<file path="src/rtl/dacs_defs.vh">
// Register map, field positions, reset values and fixed counts of the dual converter settings block.
`ifndef DACS_DEFS_VH
`define DACS_DEFS_VH

// Register byte offsets.
`define DACS_OFF_CONFIG        12'h000
`define DACS_OFF_I_CHANNEL     12'h004
`define DACS_OFF_Q_CHANNEL     12'h008
`define DACS_OFF_ADJUST        12'h00C
`define DACS_OFF_SYNC          12'h010
`define DACS_OFF_COMMAND       12'h014
`define DACS_OFF_STATUS        12'h018

// Configuration register fields.
`define DACS_CFG_PHASE         0
`define DACS_CFG_SWING         1
`define DACS_CFG_PATTERN       2
`define DACS_CFG_PD_I          3
`define DACS_CFG_PD_Q          4
`define DACS_CFG_DES           5
`define DACS_CFG_DES_Q         6
`define DACS_CFG_DES_TIED      7
`define DACS_CFG_TWOS          8
`define DACS_CFG_NON_DEMUX     9
`define DACS_CFG_W             10
`define DACS_CFG_RESET         10'h000

// Channel register fields.
`define DACS_CH_OFS_LSB        0
`define DACS_CH_OFS_MSB        9
`define DACS_CH_SIGN           10
`define DACS_CH_FS_LSB         16
`define DACS_CH_FS_MSB         25
`define DACS_FS_MIN_MV         10'd600
`define DACS_FS_MAX_MV         10'd980
`define DACS_FS_RESET_MV       10'd790

// Adjust register fields.
`define DACS_ADJ_DCC           0
`define DACS_ADJ_STA           1
`define DACS_ADJ_SA            2
`define DACS_ADJ_COARSE_LSB    8
`define DACS_ADJ_COARSE_MSB    12
`define DACS_ADJ_FINE_LSB      16
`define DACS_ADJ_FINE_MSB      23
`define DACS_ADJ_LC_LSB        28
`define DACS_ADJ_LC_MSB        31

// Sync register fields.
`define DACS_SYN_DR            0
`define DACS_SYN_DOC           1
`define DACS_SYN_ES            2
`define DACS_SYN_PH_LSB        4
`define DACS_SYN_PH_MSB        5
`define DACS_SYN_DLY_LSB       16
`define DACS_SYN_DLY_MSB       25

// Command and status fields.
`define DACS_CMD_CAL           0
`define DACS_STS_CAL_REQ       0
`define DACS_STS_ECE           1
`define DACS_STS_FOLLOW        2
`define DACS_STS_PS_LSB        16
`define DACS_STS_PS_MSB        25

// Reference clock delay scaling.
`define DACS_DLY_TOP_CODE      10'd639
`define DACS_DLY_MAX_PS        20'd1000
`define DACS_DLY_TOP_CODE_W    20'd639

// Pin-mode control input width.
`define DACS_PIN_W             10

`endif

</file>
<file path="src/rtl/dacs_top.v">
// Dual converter control settings block with an AHB-Lite register slave.
//
// Design decisions made here: the address map and the AHB-Lite interface to the registers.
`timescale 1ns/1ps
`include "dacs_defs.vh"

module dacs_top #(
  parameter [9:0] PATTERN_I = 10'h2AA,
  parameter [9:0] PATTERN_Q = 10'h155
) (
  // Clock and reset.
  input  wire        clk_in,
  input  wire        rst_b_in,
  // AHB-Lite slave.
  input  wire        hsel_in,
  input  wire [11:0] haddr_in,
  input  wire [1:0]  htrans_in,
  input  wire        hwrite_in,
  input  wire [2:0]  hsize_in,
  input  wire        hready_in,
  input  wire [31:0] hwdata_in,
  output reg  [31:0] hrdata_out,
  output reg         hreadyout_out,
  output reg         hresp_out,
  // Board pins.
  input  wire        extended_control_enable_in,
  input  wire        data_output_clock_reset_in,
  input  wire [9:0]  control_pins_in,
  // Converter core samples.
  input  wire [9:0]  sample_i_in,
  input  wire        overrange_i_in,
  input  wire [9:0]  sample_q_in,
  input  wire        overrange_q_in,
  // Output stage.
  output reg  [9:0]  data_i_out,
  output reg         overrange_i_out,
  output reg  [9:0]  data_q_out,
  output reg         overrange_q_out,
  output reg         data_clock_phase_select_out,
  output reg         output_swing_select_out,
  output reg         fixed_pattern_mode_out,
  output reg         data_output_clock_reset_out,
  // Analog front end.
  output reg         i_channel_powerdown_out,
  output reg         q_channel_powerdown_out,
  output reg         double_edge_sampling_out,
  output reg         interleave_from_q_input_out,
  output reg         interleave_inputs_tied_out,
  output reg  [9:0]  offset_i_out,
  output reg         offset_i_negative_out,
  output reg  [9:0]  offset_q_out,
  output reg         offset_q_negative_out,
  output reg  [9:0]  full_scale_i_mv_out,
  output reg  [9:0]  full_scale_q_mv_out,
  output reg         calibrate_start_out,
  // Clock tuning.
  output reg         duty_cycle_correction_out,
  output reg         aperture_delay_enable_out,
  output reg  [8:0]  aperture_delay_out,
  output reg         lc_filter_enable_out,
  output reg  [3:0]  lc_filter_tune_out,
  // Multi-device synchronisation.
  output reg         reference_clock_out_a,
  output reg         reference_clock_out_b,
  output reg         follower_sync_mode_out,
  output reg  [1:0]  follower_phase_select_out,
  output reg  [9:0]  reference_delay_ps_out
);

  // Settings registers.
  reg  [9:0]  config_r;
  reg  [9:0]  ofs_i_r;
  reg         sign_i_r;
  reg  [9:0]  fs_i_r;
  reg  [9:0]  ofs_q_r;
  reg         sign_q_r;
  reg  [9:0]  fs_q_r;
  reg         dcc_r;
  reg         sta_r;
  reg         sa_r;
  reg  [4:0]  coarse_r;
  reg  [7:0]  fine_r;
  reg  [3:0]  lc_r;
  reg         dr_r;
  reg         doc_r;
  reg         es_r;
  reg  [1:0]  phase_r;
  reg  [9:0]  dly_code_r;
  reg         cal_req_r;
  // Bus data-phase state.
  reg         wr_pend_r;
  reg  [11:0] wr_addr_r;
  // Pin synchronisers.
  reg  [11:0] pin_s1_r;
  reg  [11:0] pin_s2_r;
  reg  [11:0] pin_s3_r;
  reg  [11:0] pin_stable_r;
  reg         data_output_clock_rst_prev_r;
  // Quarter-rate divider.
  reg  [1:0]  div_r;

  wire        addr_phase;
  wire        wr_cfg;
  wire        wr_ich;
  wire        wr_qch;
  wire        wr_adj;
  wire        wr_syn;
  wire        wr_cmd;
  wire        ece;
  wire [9:0]  eff_cfg;
  wire [9:0]  fs_i_nxt;
  wire [9:0]  fs_q_nxt;
  wire [9:0]  dly_sat;
  wire [19:0] dly_prod;
  wire [19:0] dly_ps;
  wire        data_output_clock_rst_sync;
  reg  [31:0] rdata_nxt;

  // A transfer is taken when selected, the bus is ready and htrans is NONSEQ or SEQ.
  assign addr_phase = hsel_in & hready_in & htrans_in[1];

  // Writes land in the data phase, one cycle after the address was taken.
  assign wr_cfg = wr_pend_r & (wr_addr_r == `DACS_OFF_CONFIG);
  assign wr_ich = wr_pend_r & (wr_addr_r == `DACS_OFF_I_CHANNEL);
  assign wr_qch = wr_pend_r & (wr_addr_r == `DACS_OFF_Q_CHANNEL);
  assign wr_adj = wr_pend_r & (wr_addr_r == `DACS_OFF_ADJUST);
  assign wr_syn = wr_pend_r & (wr_addr_r == `DACS_OFF_SYNC);
  assign wr_cmd = wr_pend_r & (wr_addr_r == `DACS_OFF_COMMAND);

  // Full-scale writes are clamped into the legal range so the front end never sees a bad code.
  assign fs_i_nxt = (hwdata_in[`DACS_CH_FS_MSB:`DACS_CH_FS_LSB] < `DACS_FS_MIN_MV) ? `DACS_FS_MIN_MV :
                    (hwdata_in[`DACS_CH_FS_MSB:`DACS_CH_FS_LSB] > `DACS_FS_MAX_MV) ? `DACS_FS_MAX_MV :
                    hwdata_in[`DACS_CH_FS_MSB:`DACS_CH_FS_LSB];
  assign fs_q_nxt = (hwdata_in[`DACS_CH_FS_MSB:`DACS_CH_FS_LSB] < `DACS_FS_MIN_MV) ? `DACS_FS_MIN_MV :
                    (hwdata_in[`DACS_CH_FS_MSB:`DACS_CH_FS_LSB] > `DACS_FS_MAX_MV) ? `DACS_FS_MAX_MV :
                    hwdata_in[`DACS_CH_FS_MSB:`DACS_CH_FS_LSB];

  // Synchronised pin levels: bit 11 extended control, bit 10 data-clock reset, rest control pins.
  assign ece           = pin_stable_r[11];
  assign data_output_clock_rst_sync = pin_stable_r[10];
  assign eff_cfg       = ece ? config_r : pin_stable_r[9:0];

  // Reference delay saturates at the top code, then scales linearly to the maximum.
  assign dly_sat  = (dly_code_r > `DACS_DLY_TOP_CODE) ? `DACS_DLY_TOP_CODE : dly_code_r;
  assign dly_prod = {10'h000, dly_sat} * `DACS_DLY_MAX_PS;
  assign dly_ps   = dly_prod / `DACS_DLY_TOP_CODE_W;

  // Bus slave: zero wait states, always OKAY, read data registered at the address phase.
  always @(posedge clk_in or negedge rst_b_in) begin
    if (!rst_b_in) begin
      wr_pend_r     <= 1'b0;
      wr_addr_r     <= 12'h000;
      hrdata_out    <= 32'h0000_0000;
      hreadyout_out <= 1'b1;
      hresp_out     <= 1'b0;
    end else begin
      wr_pend_r     <= addr_phase & hwrite_in;
      wr_addr_r     <= {haddr_in[11:2], 2'b00};
      hreadyout_out <= 1'b1;
      hresp_out     <= 1'b0;
      if (addr_phase & ~hwrite_in) begin
        hrdata_out <= rdata_nxt;
      end
    end
  end

  // Read mux; unmapped offsets and the command register read as zero.
  always @* begin
    rdata_nxt = 32'h0000_0000;
    case ({haddr_in[11:2], 2'b00})
      `DACS_OFF_CONFIG: begin
        rdata_nxt[`DACS_CFG_W-1:0] = config_r;
      end
      `DACS_OFF_I_CHANNEL: begin
        rdata_nxt = {6'h00, fs_i_r, 5'h00, sign_i_r, ofs_i_r};
      end
      `DACS_OFF_Q_CHANNEL: begin
        rdata_nxt = {6'h00, fs_q_r, 5'h00, sign_q_r, ofs_q_r};
      end
      `DACS_OFF_ADJUST: begin
        rdata_nxt = {lc_r, 4'h0, fine_r, 3'h0, coarse_r, 5'h00, sa_r, sta_r, dcc_r};
      end
      `DACS_OFF_SYNC: begin
        rdata_nxt = {6'h00, dly_code_r, 10'h000, phase_r, 1'b0, es_r, doc_r, dr_r};
      end
      `DACS_OFF_STATUS: begin
        rdata_nxt = {6'h00, dly_ps[9:0], 13'h0000, es_r, ece, cal_req_r};
      end
      default: begin
        rdata_nxt = 32'h0000_0000;
      end
    endcase
  end

  // Each register group changes only on a write to its own offset.
  always @(posedge clk_in or negedge rst_b_in) begin
    if (!rst_b_in) begin
      config_r   <= `DACS_CFG_RESET;
      ofs_i_r    <= 10'h000;
      sign_i_r   <= 1'b0;
      fs_i_r     <= `DACS_FS_RESET_MV;
      ofs_q_r    <= 10'h000;
      sign_q_r   <= 1'b0;
      fs_q_r     <= `DACS_FS_RESET_MV;
      dcc_r      <= 1'b1;
      sta_r      <= 1'b0;
      sa_r       <= 1'b0;
      coarse_r   <= 5'h00;
      fine_r     <= 8'h00;
      lc_r       <= 4'h0;
      dr_r       <= 1'b1;
      doc_r      <= 1'b1;
      es_r       <= 1'b0;
      phase_r    <= 2'h0;
      dly_code_r <= 10'h000;
    end else begin
      if (wr_cfg) begin
        config_r <= hwdata_in[`DACS_CFG_W-1:0];
      end
      if (wr_ich) begin
        ofs_i_r  <= hwdata_in[`DACS_CH_OFS_MSB:`DACS_CH_OFS_LSB];
        sign_i_r <= hwdata_in[`DACS_CH_SIGN];
        fs_i_r   <= fs_i_nxt;
      end
      if (wr_qch) begin
        ofs_q_r  <= hwdata_in[`DACS_CH_OFS_MSB:`DACS_CH_OFS_LSB];
        sign_q_r <= hwdata_in[`DACS_CH_SIGN];
        fs_q_r   <= fs_q_nxt;
      end
      if (wr_adj) begin
        dcc_r    <= hwdata_in[`DACS_ADJ_DCC];
        sta_r    <= hwdata_in[`DACS_ADJ_STA];
        sa_r     <= hwdata_in[`DACS_ADJ_SA];
        coarse_r <= hwdata_in[`DACS_ADJ_COARSE_MSB:`DACS_ADJ_COARSE_LSB];
        fine_r   <= hwdata_in[`DACS_ADJ_FINE_MSB:`DACS_ADJ_FINE_LSB];
        lc_r     <= hwdata_in[`DACS_ADJ_LC_MSB:`DACS_ADJ_LC_LSB];
      end
      if (wr_syn) begin
        dr_r       <= hwdata_in[`DACS_SYN_DR];
        doc_r      <= hwdata_in[`DACS_SYN_DOC];
        es_r       <= hwdata_in[`DACS_SYN_ES];
        phase_r    <= hwdata_in[`DACS_SYN_PH_MSB:`DACS_SYN_PH_LSB];
        dly_code_r <= hwdata_in[`DACS_SYN_DLY_MSB:`DACS_SYN_DLY_LSB];
      end
    end
  end

  // A full-scale change flags a pending recalibration; a new change wins over the clearing command.
  always @(posedge clk_in or negedge rst_b_in) begin
    if (!rst_b_in) begin
      cal_req_r           <= 1'b0;
      calibrate_start_out <= 1'b0;
    end else begin
      calibrate_start_out <= wr_cmd & hwdata_in[`DACS_CMD_CAL];
      if ((wr_ich & (fs_i_nxt != fs_i_r)) | (wr_qch & (fs_q_nxt != fs_q_r))) begin
        cal_req_r <= 1'b1;
      end else if (wr_cmd & hwdata_in[`DACS_CMD_CAL]) begin
        cal_req_r <= 1'b0;
      end
    end
  end

  // Three-stage pin synchroniser; a level counts only once stages two and three agree.
  always @(posedge clk_in or negedge rst_b_in) begin
    if (!rst_b_in) begin
      pin_s1_r        <= 12'h000;
      pin_s2_r        <= 12'h000;
      pin_s3_r        <= 12'h000;
      pin_stable_r    <= 12'h000;
      data_output_clock_rst_prev_r <= 1'b0;
    end else begin
      pin_s1_r        <= {extended_control_enable_in, data_output_clock_reset_in, control_pins_in};
      pin_s2_r        <= pin_s1_r;
      pin_s3_r        <= pin_s2_r;
      pin_stable_r    <= (pin_s2_r & pin_s3_r) | (pin_stable_r & (pin_s2_r | pin_s3_r));
      data_output_clock_rst_prev_r <= data_output_clock_rst_sync;
    end
  end

  // Output format and front-end controls follow the effective configuration.
  always @(posedge clk_in or negedge rst_b_in) begin
    if (!rst_b_in) begin
      data_clock_phase_select_out <= 1'b0;
      output_swing_select_out     <= 1'b0;
      fixed_pattern_mode_out      <= 1'b0;
      i_channel_powerdown_out     <= 1'b0;
      q_channel_powerdown_out     <= 1'b0;
      double_edge_sampling_out    <= 1'b0;
      interleave_from_q_input_out <= 1'b0;
      interleave_inputs_tied_out  <= 1'b0;
      data_output_clock_reset_out <= 1'b0;
    end else begin
      // Non-demultiplexed mode has no second phase, so the phase bit is forced to zero degrees.
      data_clock_phase_select_out <= eff_cfg[`DACS_CFG_PHASE] & ~eff_cfg[`DACS_CFG_NON_DEMUX];
      output_swing_select_out     <= eff_cfg[`DACS_CFG_SWING];
      fixed_pattern_mode_out      <= eff_cfg[`DACS_CFG_PATTERN];
      i_channel_powerdown_out     <= eff_cfg[`DACS_CFG_PD_I];
      q_channel_powerdown_out     <= eff_cfg[`DACS_CFG_PD_Q];
      double_edge_sampling_out    <= eff_cfg[`DACS_CFG_DES];
      interleave_from_q_input_out <= eff_cfg[`DACS_CFG_DES] & eff_cfg[`DACS_CFG_DES_Q];
      interleave_inputs_tied_out  <= eff_cfg[`DACS_CFG_DES] & eff_cfg[`DACS_CFG_DES_TIED];
      // One pulse per rising edge of the external reset, unless it is disabled.
      data_output_clock_reset_out <= data_output_clock_rst_sync & ~data_output_clock_rst_prev_r & ~dr_r;
    end
  end

  // Sample path: pattern overrides conversion data, coding flips the sign bit for two's complement.
  always @(posedge clk_in or negedge rst_b_in) begin
    if (!rst_b_in) begin
      data_i_out      <= 10'h000;
      overrange_i_out <= 1'b0;
      data_q_out      <= 10'h000;
      overrange_q_out <= 1'b0;
    end else if (eff_cfg[`DACS_CFG_PATTERN]) begin
      data_i_out      <= PATTERN_I;
      overrange_i_out <= 1'b1;
      data_q_out      <= PATTERN_Q;
      overrange_q_out <= 1'b0;
    end else begin
      data_i_out      <= eff_cfg[`DACS_CFG_PD_I] ? 10'h000 :
                         {sample_i_in[9] ^ eff_cfg[`DACS_CFG_TWOS], sample_i_in[8:0]};
      overrange_i_out <= overrange_i_in & ~eff_cfg[`DACS_CFG_PD_I];
      data_q_out      <= eff_cfg[`DACS_CFG_PD_Q] ? 10'h000 :
                         {sample_q_in[9] ^ eff_cfg[`DACS_CFG_TWOS], sample_q_in[8:0]};
      overrange_q_out <= overrange_q_in & ~eff_cfg[`DACS_CFG_PD_Q];
    end
  end

  // Channel offset and range settings driven to the analog core.
  always @(posedge clk_in or negedge rst_b_in) begin
    if (!rst_b_in) begin
      offset_i_out          <= 10'h000;
      offset_i_negative_out <= 1'b0;
      offset_q_out          <= 10'h000;
      offset_q_negative_out <= 1'b0;
      full_scale_i_mv_out   <= `DACS_FS_RESET_MV;
      full_scale_q_mv_out   <= `DACS_FS_RESET_MV;
    end else begin
      offset_i_out          <= ofs_i_r;
      offset_i_negative_out <= sign_i_r;
      offset_q_out          <= ofs_q_r;
      offset_q_negative_out <= sign_q_r;
      full_scale_i_mv_out   <= fs_i_r;
      full_scale_q_mv_out   <= fs_q_r;
    end
  end

  // Clock tuning: the filter-delay bit overrides the plain delay enable.
  always @(posedge clk_in or negedge rst_b_in) begin
    if (!rst_b_in) begin
      duty_cycle_correction_out <= 1'b1;
      aperture_delay_enable_out <= 1'b0;
      aperture_delay_out        <= 9'h000;
      lc_filter_enable_out      <= 1'b0;
      lc_filter_tune_out        <= 4'h0;
    end else begin
      duty_cycle_correction_out <= dcc_r;
      aperture_delay_enable_out <= sta_r | sa_r;
      // Delay reads zero while adjustment is off, so the core never applies a stale sum.
      aperture_delay_out        <= (sta_r | sa_r) ? ({4'h0, coarse_r} + {1'b0, fine_r}) : 9'h000;
      lc_filter_enable_out      <= sa_r;
      lc_filter_tune_out        <= sa_r ? lc_r : 4'h0;
    end
  end

  // Quarter-rate divider for the reference outputs.
  always @(posedge clk_in or negedge rst_b_in) begin
    if (!rst_b_in) begin
      div_r <= 2'h0;
    end else begin
      div_r <= div_r + 2'h1;
    end
  end

  // Synchronisation outputs.
  always @(posedge clk_in or negedge rst_b_in) begin
    if (!rst_b_in) begin
      reference_clock_out_a     <= 1'b0;
      reference_clock_out_b     <= 1'b0;
      follower_sync_mode_out    <= 1'b0;
      follower_phase_select_out <= 2'h0;
      reference_delay_ps_out    <= 10'h000;
    end else begin
      reference_clock_out_a     <= ~doc_r & div_r[1];
      reference_clock_out_b     <= ~doc_r & div_r[1];
      follower_sync_mode_out    <= es_r;
      follower_phase_select_out <= es_r ? phase_r : 2'h0;
      reference_delay_ps_out    <= dly_ps[9:0];
    end
  end

endmodule // dacs_top

</file>
<file path="config.mk">
export PLATFORM = sky130hd
export DESIGN_NAME = dacs_top
export DESIGN_NICKNAME = d
export VERILOG_FILES = /design/src/rtl/dacs_top.v
export VERILOG_INCLUDE_DIRS = /design/src /design/src/rtl
export SDC_FILE = /design/constraint.sdc
export NUM_CORES = 1
export LEC_CHECK = 0
export BUFFER_PORTS_ARGS = -buffer_cell sky130_fd_sc_hd__buf_4
export CAP_MARGIN = 15
export CORE_ASPECT_RATIO = 0.5
export CORE_MARGIN = 2
export CORE_UTILIZATION = 50
export CTS_CLUSTER_SIZE = 8
export DETAILED_ROUTE_END_ITERATION = 10
export PLACE_DENSITY_LB_ADDON = 0.2
export SYNTH_ARGS = -nofsm -noshare
export SYNTH_HDL_FRONTEND = slang
export SYNTH_SLANG_ARGS = --single-unit
</file>
<file path="constraint.sdc">
create_clock -name clk_in -period 20 [get_ports clk_in]
set_clock_uncertainty 0.15 [all_clocks]
set_input_delay 4 -clock clk_in [delete_from_list [all_inputs] [get_ports clk_in]]
set_output_delay 4 -clock clk_in [all_outputs]
set_load 0.02 [all_outputs]
</file>
==> impl_metrics.tcl <==
set metrics [dict create \
    worst-path-stages 50 \
    syn_area_per_cell_um2 10.33 \
    critPathSlowestCell "o211ai_1" \
    ys.flop_type "dfrtp_1" \
    cts.clk_slew.worst_paths_ps 50 \
    drt_wl_total_um 41870 \
    synthMuxAreaShare_pct 5.868 \
    postLayoutCoreUtil_pct 60.16 \
    powerDensity_nw_per_um2 80.35 \
    grt_pass1_vias 12760 \
    vias 12690 \
    synth_edf_count 0 \
    status "complete, no violations" \
    setup_ws_ps 3876 \
    track_usage_pct 24.85 \
    p_leak_nw 8.487 \
    maxSlewViolCount 0 \
    start_util_pct 50.41 \
    portBuffers 208 \
    setup_viol 0 \
    async_flop_share_pct 100.0 \
    hold_viol 0 \
    core_area_um2 31430 \
    worstSkewPairLatency_ps 520 \
    synth-xor-area-share_pct 3.752 \
    reg2reg_depth 50 \
    dr.first_iter.drc_count 796 \
    rsz0062_at_grt "false" \
    max_slew_margin_pct 26.30 \
    min_period_over_period_pct 80.62 \
    total_power_mw 1.519 \
    synth_warnings 0 \
    dieWidth_um 255.7 \
    grt_pass1_wl_um 66470 \
    critPathLaunchType "flop" \
    yosys.area_share.simple_pct 16.70 \
    cts_buffer_depth 3 \
    tritoncts.num_buffers 41 \
    synthAdderAreaFrac_pct 8.348 \
    synth-compound-area-share_pct 16.86 \
    worst-path-max-fanout 17 \
    area_growth_pct 19.34 \
    grt_max_degree 133 \
    whs_path_depth 0 \
    fp-row-count 46 \
    endpoint_kind "flop" \
    wl_per_cell_um 19.07 \
    dr.pass1.iters 6 \
    viasPerCell 5.776 \
    cts_root_buffer "clkbuf_16" \
    seq_area_um2 7062 \
    max_freq_mhz 62.02 \
    worstPathArrival_ps 16380 \
    fillers 2605 \
    place_ws_ps 4163 \
    tightest_slew_ps 1101 \
    drive_gt1_share_pct 23.87 \
    post-cts-setup-buffer-count 0 \
    cp.required_ps 20260 \
    die_h_um 129.9 \
    cts_resized 0 \
    cpPeakStageDelay_ps 880 \
    cp_common_cell "inv_1" \
    cts_tree "done" \
    hpwl_um 30940 \
    diodes 0 \
    nets 1907 \
    cts_hold_buf 0 \
    min_period_ps 16120 \
    netlist_area_um2 15840 \
    worst-path-buf-inv 5 \
    ctsHtreeMaxLevel 2 \
    drv_cap 0 \
    io_pins 227 \
    critPathTopFamily "compound AO/OA/AOI/OAI gates" \
    antenna_found_initial 0 \
    multi_input_area_um2 8198 \
    drt.antenna.violating_nets 0 \
    numClockSinks 281 \
    synth_top_family_by_area "compound AO/OA/AOI/OAI gates" \
    drc 0 \
    ys_seq_area_share_pct 44.58 \
    tns_ps 0 \
    crit_type "reg2reg" \
    worstHoldPathType "reg2reg" \
    overflow 0 \
    place.gp.congestion 0.8941 \
    yosysUniqueCellTypes 130 \
    die-area_um2 33210 \
    synthCells 1534 \
    ir_worst_vdd_v 0.00008337 \
    yosys_register_bits 281 \
]
==> final timing paths <==
| path | slack (ps) | start | endpoint |
|---|---|---|---|
| setup / recovery | 3880 | dly_code_r[8] | hrdata_out[16] |
| hold / removal | 200 | pin_s1_r[9] | pin_s2_r[9] |
| setup reg to reg | 3880 | dly_code_r[8] | hrdata_out[16] |
| hold reg to reg | 200 | pin_s1_r[9] | pin_s2_r[9] |
| max in group asynchronous | 14640 | rst_b_in | ofs_i_r[2] |
| min in group asynchronous | 3450 | rst_b_in | pin_s1_r[11] |
==> worst register-to-register path: cells and delay by family (launching register included) <==
family / cells / cell delay (ps)
simple gates: 14 / 3350
xor+xnor: 4 / 1370
buf+inv: 5 / 340
compound gates: 18 / 6750
flops: 1 / 410
mux: 2 / 700
fa+ha+maj: 7 / 2960
==> placed cells by master, fill, tap and decap left out, types with 24 or more instances in the layout <==
master,Yosys,routed
dfrtp_1,257,257
fa_1,29,29
nor2_1,72,71
dfstp_2,24,24
nand3_1,36,36
nor3_1,35,34
inv_1,75,75
mux2_2,52,52
a22oi_1,24,24
ha_1,48,48
nand2_1,228,228
o21ai_0,89,89
a21oi_1,48,48
clkbuf_16,0,42
buf_4,14,218
xnor2_1,41,41
==> power by group <==
group	switching, mW	leakage [nW]	total (mW)	internal (mW)
combinational	0.188	4.67	0.294	0.106
sequential	0.0112	3.26	0.604	0.593
clock	0.235	0.562	0.620	0.385
==> cell type report <==
| cell class | count | share of cell area (%) |
|---|---|---|
| multi-input cells | 1124 | 43.36 |
| flip-flops and latches | 281 | 37.36 |
| repair buffers | 219 | 8.736 |
| clock buffers | 62 | 5.957 |
| well taps | 432 | 2.859 |
| inverters | 75 | 1.489 |
| clock inverters | 3 | 0.2383 |
==> cell families after synthesis <==
logic type / after synthesis
DFF: 281
muxes: 81
and+or+nand+nor: 534
adders and majority gates: 91
buffers and inverters: 134
other: 2
AOI/OAI and AO/OA: 350
xor gates and xnor gates: 61
==> Yosys cell counts (4+ instances only) <==
| cell | n | share of area (%) |
|---|---|---|
| a211o_1 | 6 | 0.33 |
| a211oi_1 | 13 | 0.62 |
| a211oi_2 | 4 | 0.32 |
| a21o_1 | 18 | 0.85 |
| a21oi_1 | 48 | 1.5 |
| a222oi_1 | 8 | 0.51 |
| a22oi_1 | 24 | 1.1 |
| a31o_2 | 4 | 0.22 |
| a31oi_1 | 10 | 0.39 |
| and2_1 | 14 | 0.55 |
| and3_1 | 23 | 0.91 |
| buf_1 | 5 | 0.12 |
| buf_4 | 14 | 0.66 |
| clkbuf_1 | 33 | 0.78 |
| dfrtp_1 | 257 | 41 |
| dfstp_2 | 24 | 4.0 |
| fa_1 | 29 | 3.7 |
| ha_1 | 48 | 3.8 |
| inv_1 | 75 | 1.8 |
| maj3_1 | 13 | 0.82 |
| mux2_2 | 52 | 3.7 |
| mux2i_1 | 21 | 1.3 |
| nand2_1 | 228 | 5.4 |
| nand2b_1 | 17 | 0.67 |
| nand3_1 | 36 | 1.1 |
| nand4_1 | 6 | 0.24 |
| nand4b_1 | 5 | 0.28 |
| nor2_1 | 72 | 1.7 |
| nor2b_1 | 16 | 0.63 |
| nor3_1 | 35 | 1.1 |
| nor4_1 | 17 | 0.67 |
| o211ai_1 | 7 | 0.33 |
| o211ai_2 | 7 | 0.55 |
| o21a_1 | 7 | 0.33 |
| o21ai_0 | 89 | 2.8 |
| o21ai_1 | 7 | 0.22 |
| o22ai_1 | 5 | 0.20 |
| o31ai_1 | 11 | 0.52 |
| or2_2 | 6 | 0.24 |
| or3_1 | 16 | 0.63 |
| or4_1 | 4 | 0.19 |
| xnor2_1 | 41 | 2.3 |
| xor2_1 | 15 | 0.83 |
==> routing by layer <==
| layer | vias to the layer above | global-route usage [%] | routed length [um] |
|---|---|---|---|
| met5 | - | 0 | 0 |
| met4 | 0 | 8.187 | 1146 |
| met3 | 92 | 3.419 | 1875 |
| met2 | 390 | 45.99 | 21430 |
| met1 | 6303 | 30.49 | 17420 |
| li1 | 5900 | - | - |
==> sequential cells by signal, indices dropped and copies added (netlist names), 12 cells and up <==
register and count:
hrdata_out 27, pin_s1_r 12, pin_s2_r 12, pin_s3_r 12
pin_stable_r 12
==> stage by stage <==
step | instances | cell area (um2) | hold slack (ps)
final | 2196 | 18900 | 201.3
after global routing | 2196 | 18900 | 208.6
after CTS | 2196 | 18900 | 206.6
after detailed placement | 2131 | 17730 | 187.9
after global placement | 2131 | 17730 | 182.1
after floorplan | 1539 | 15860 | 181.2
(Power assumes the default switching activity.)
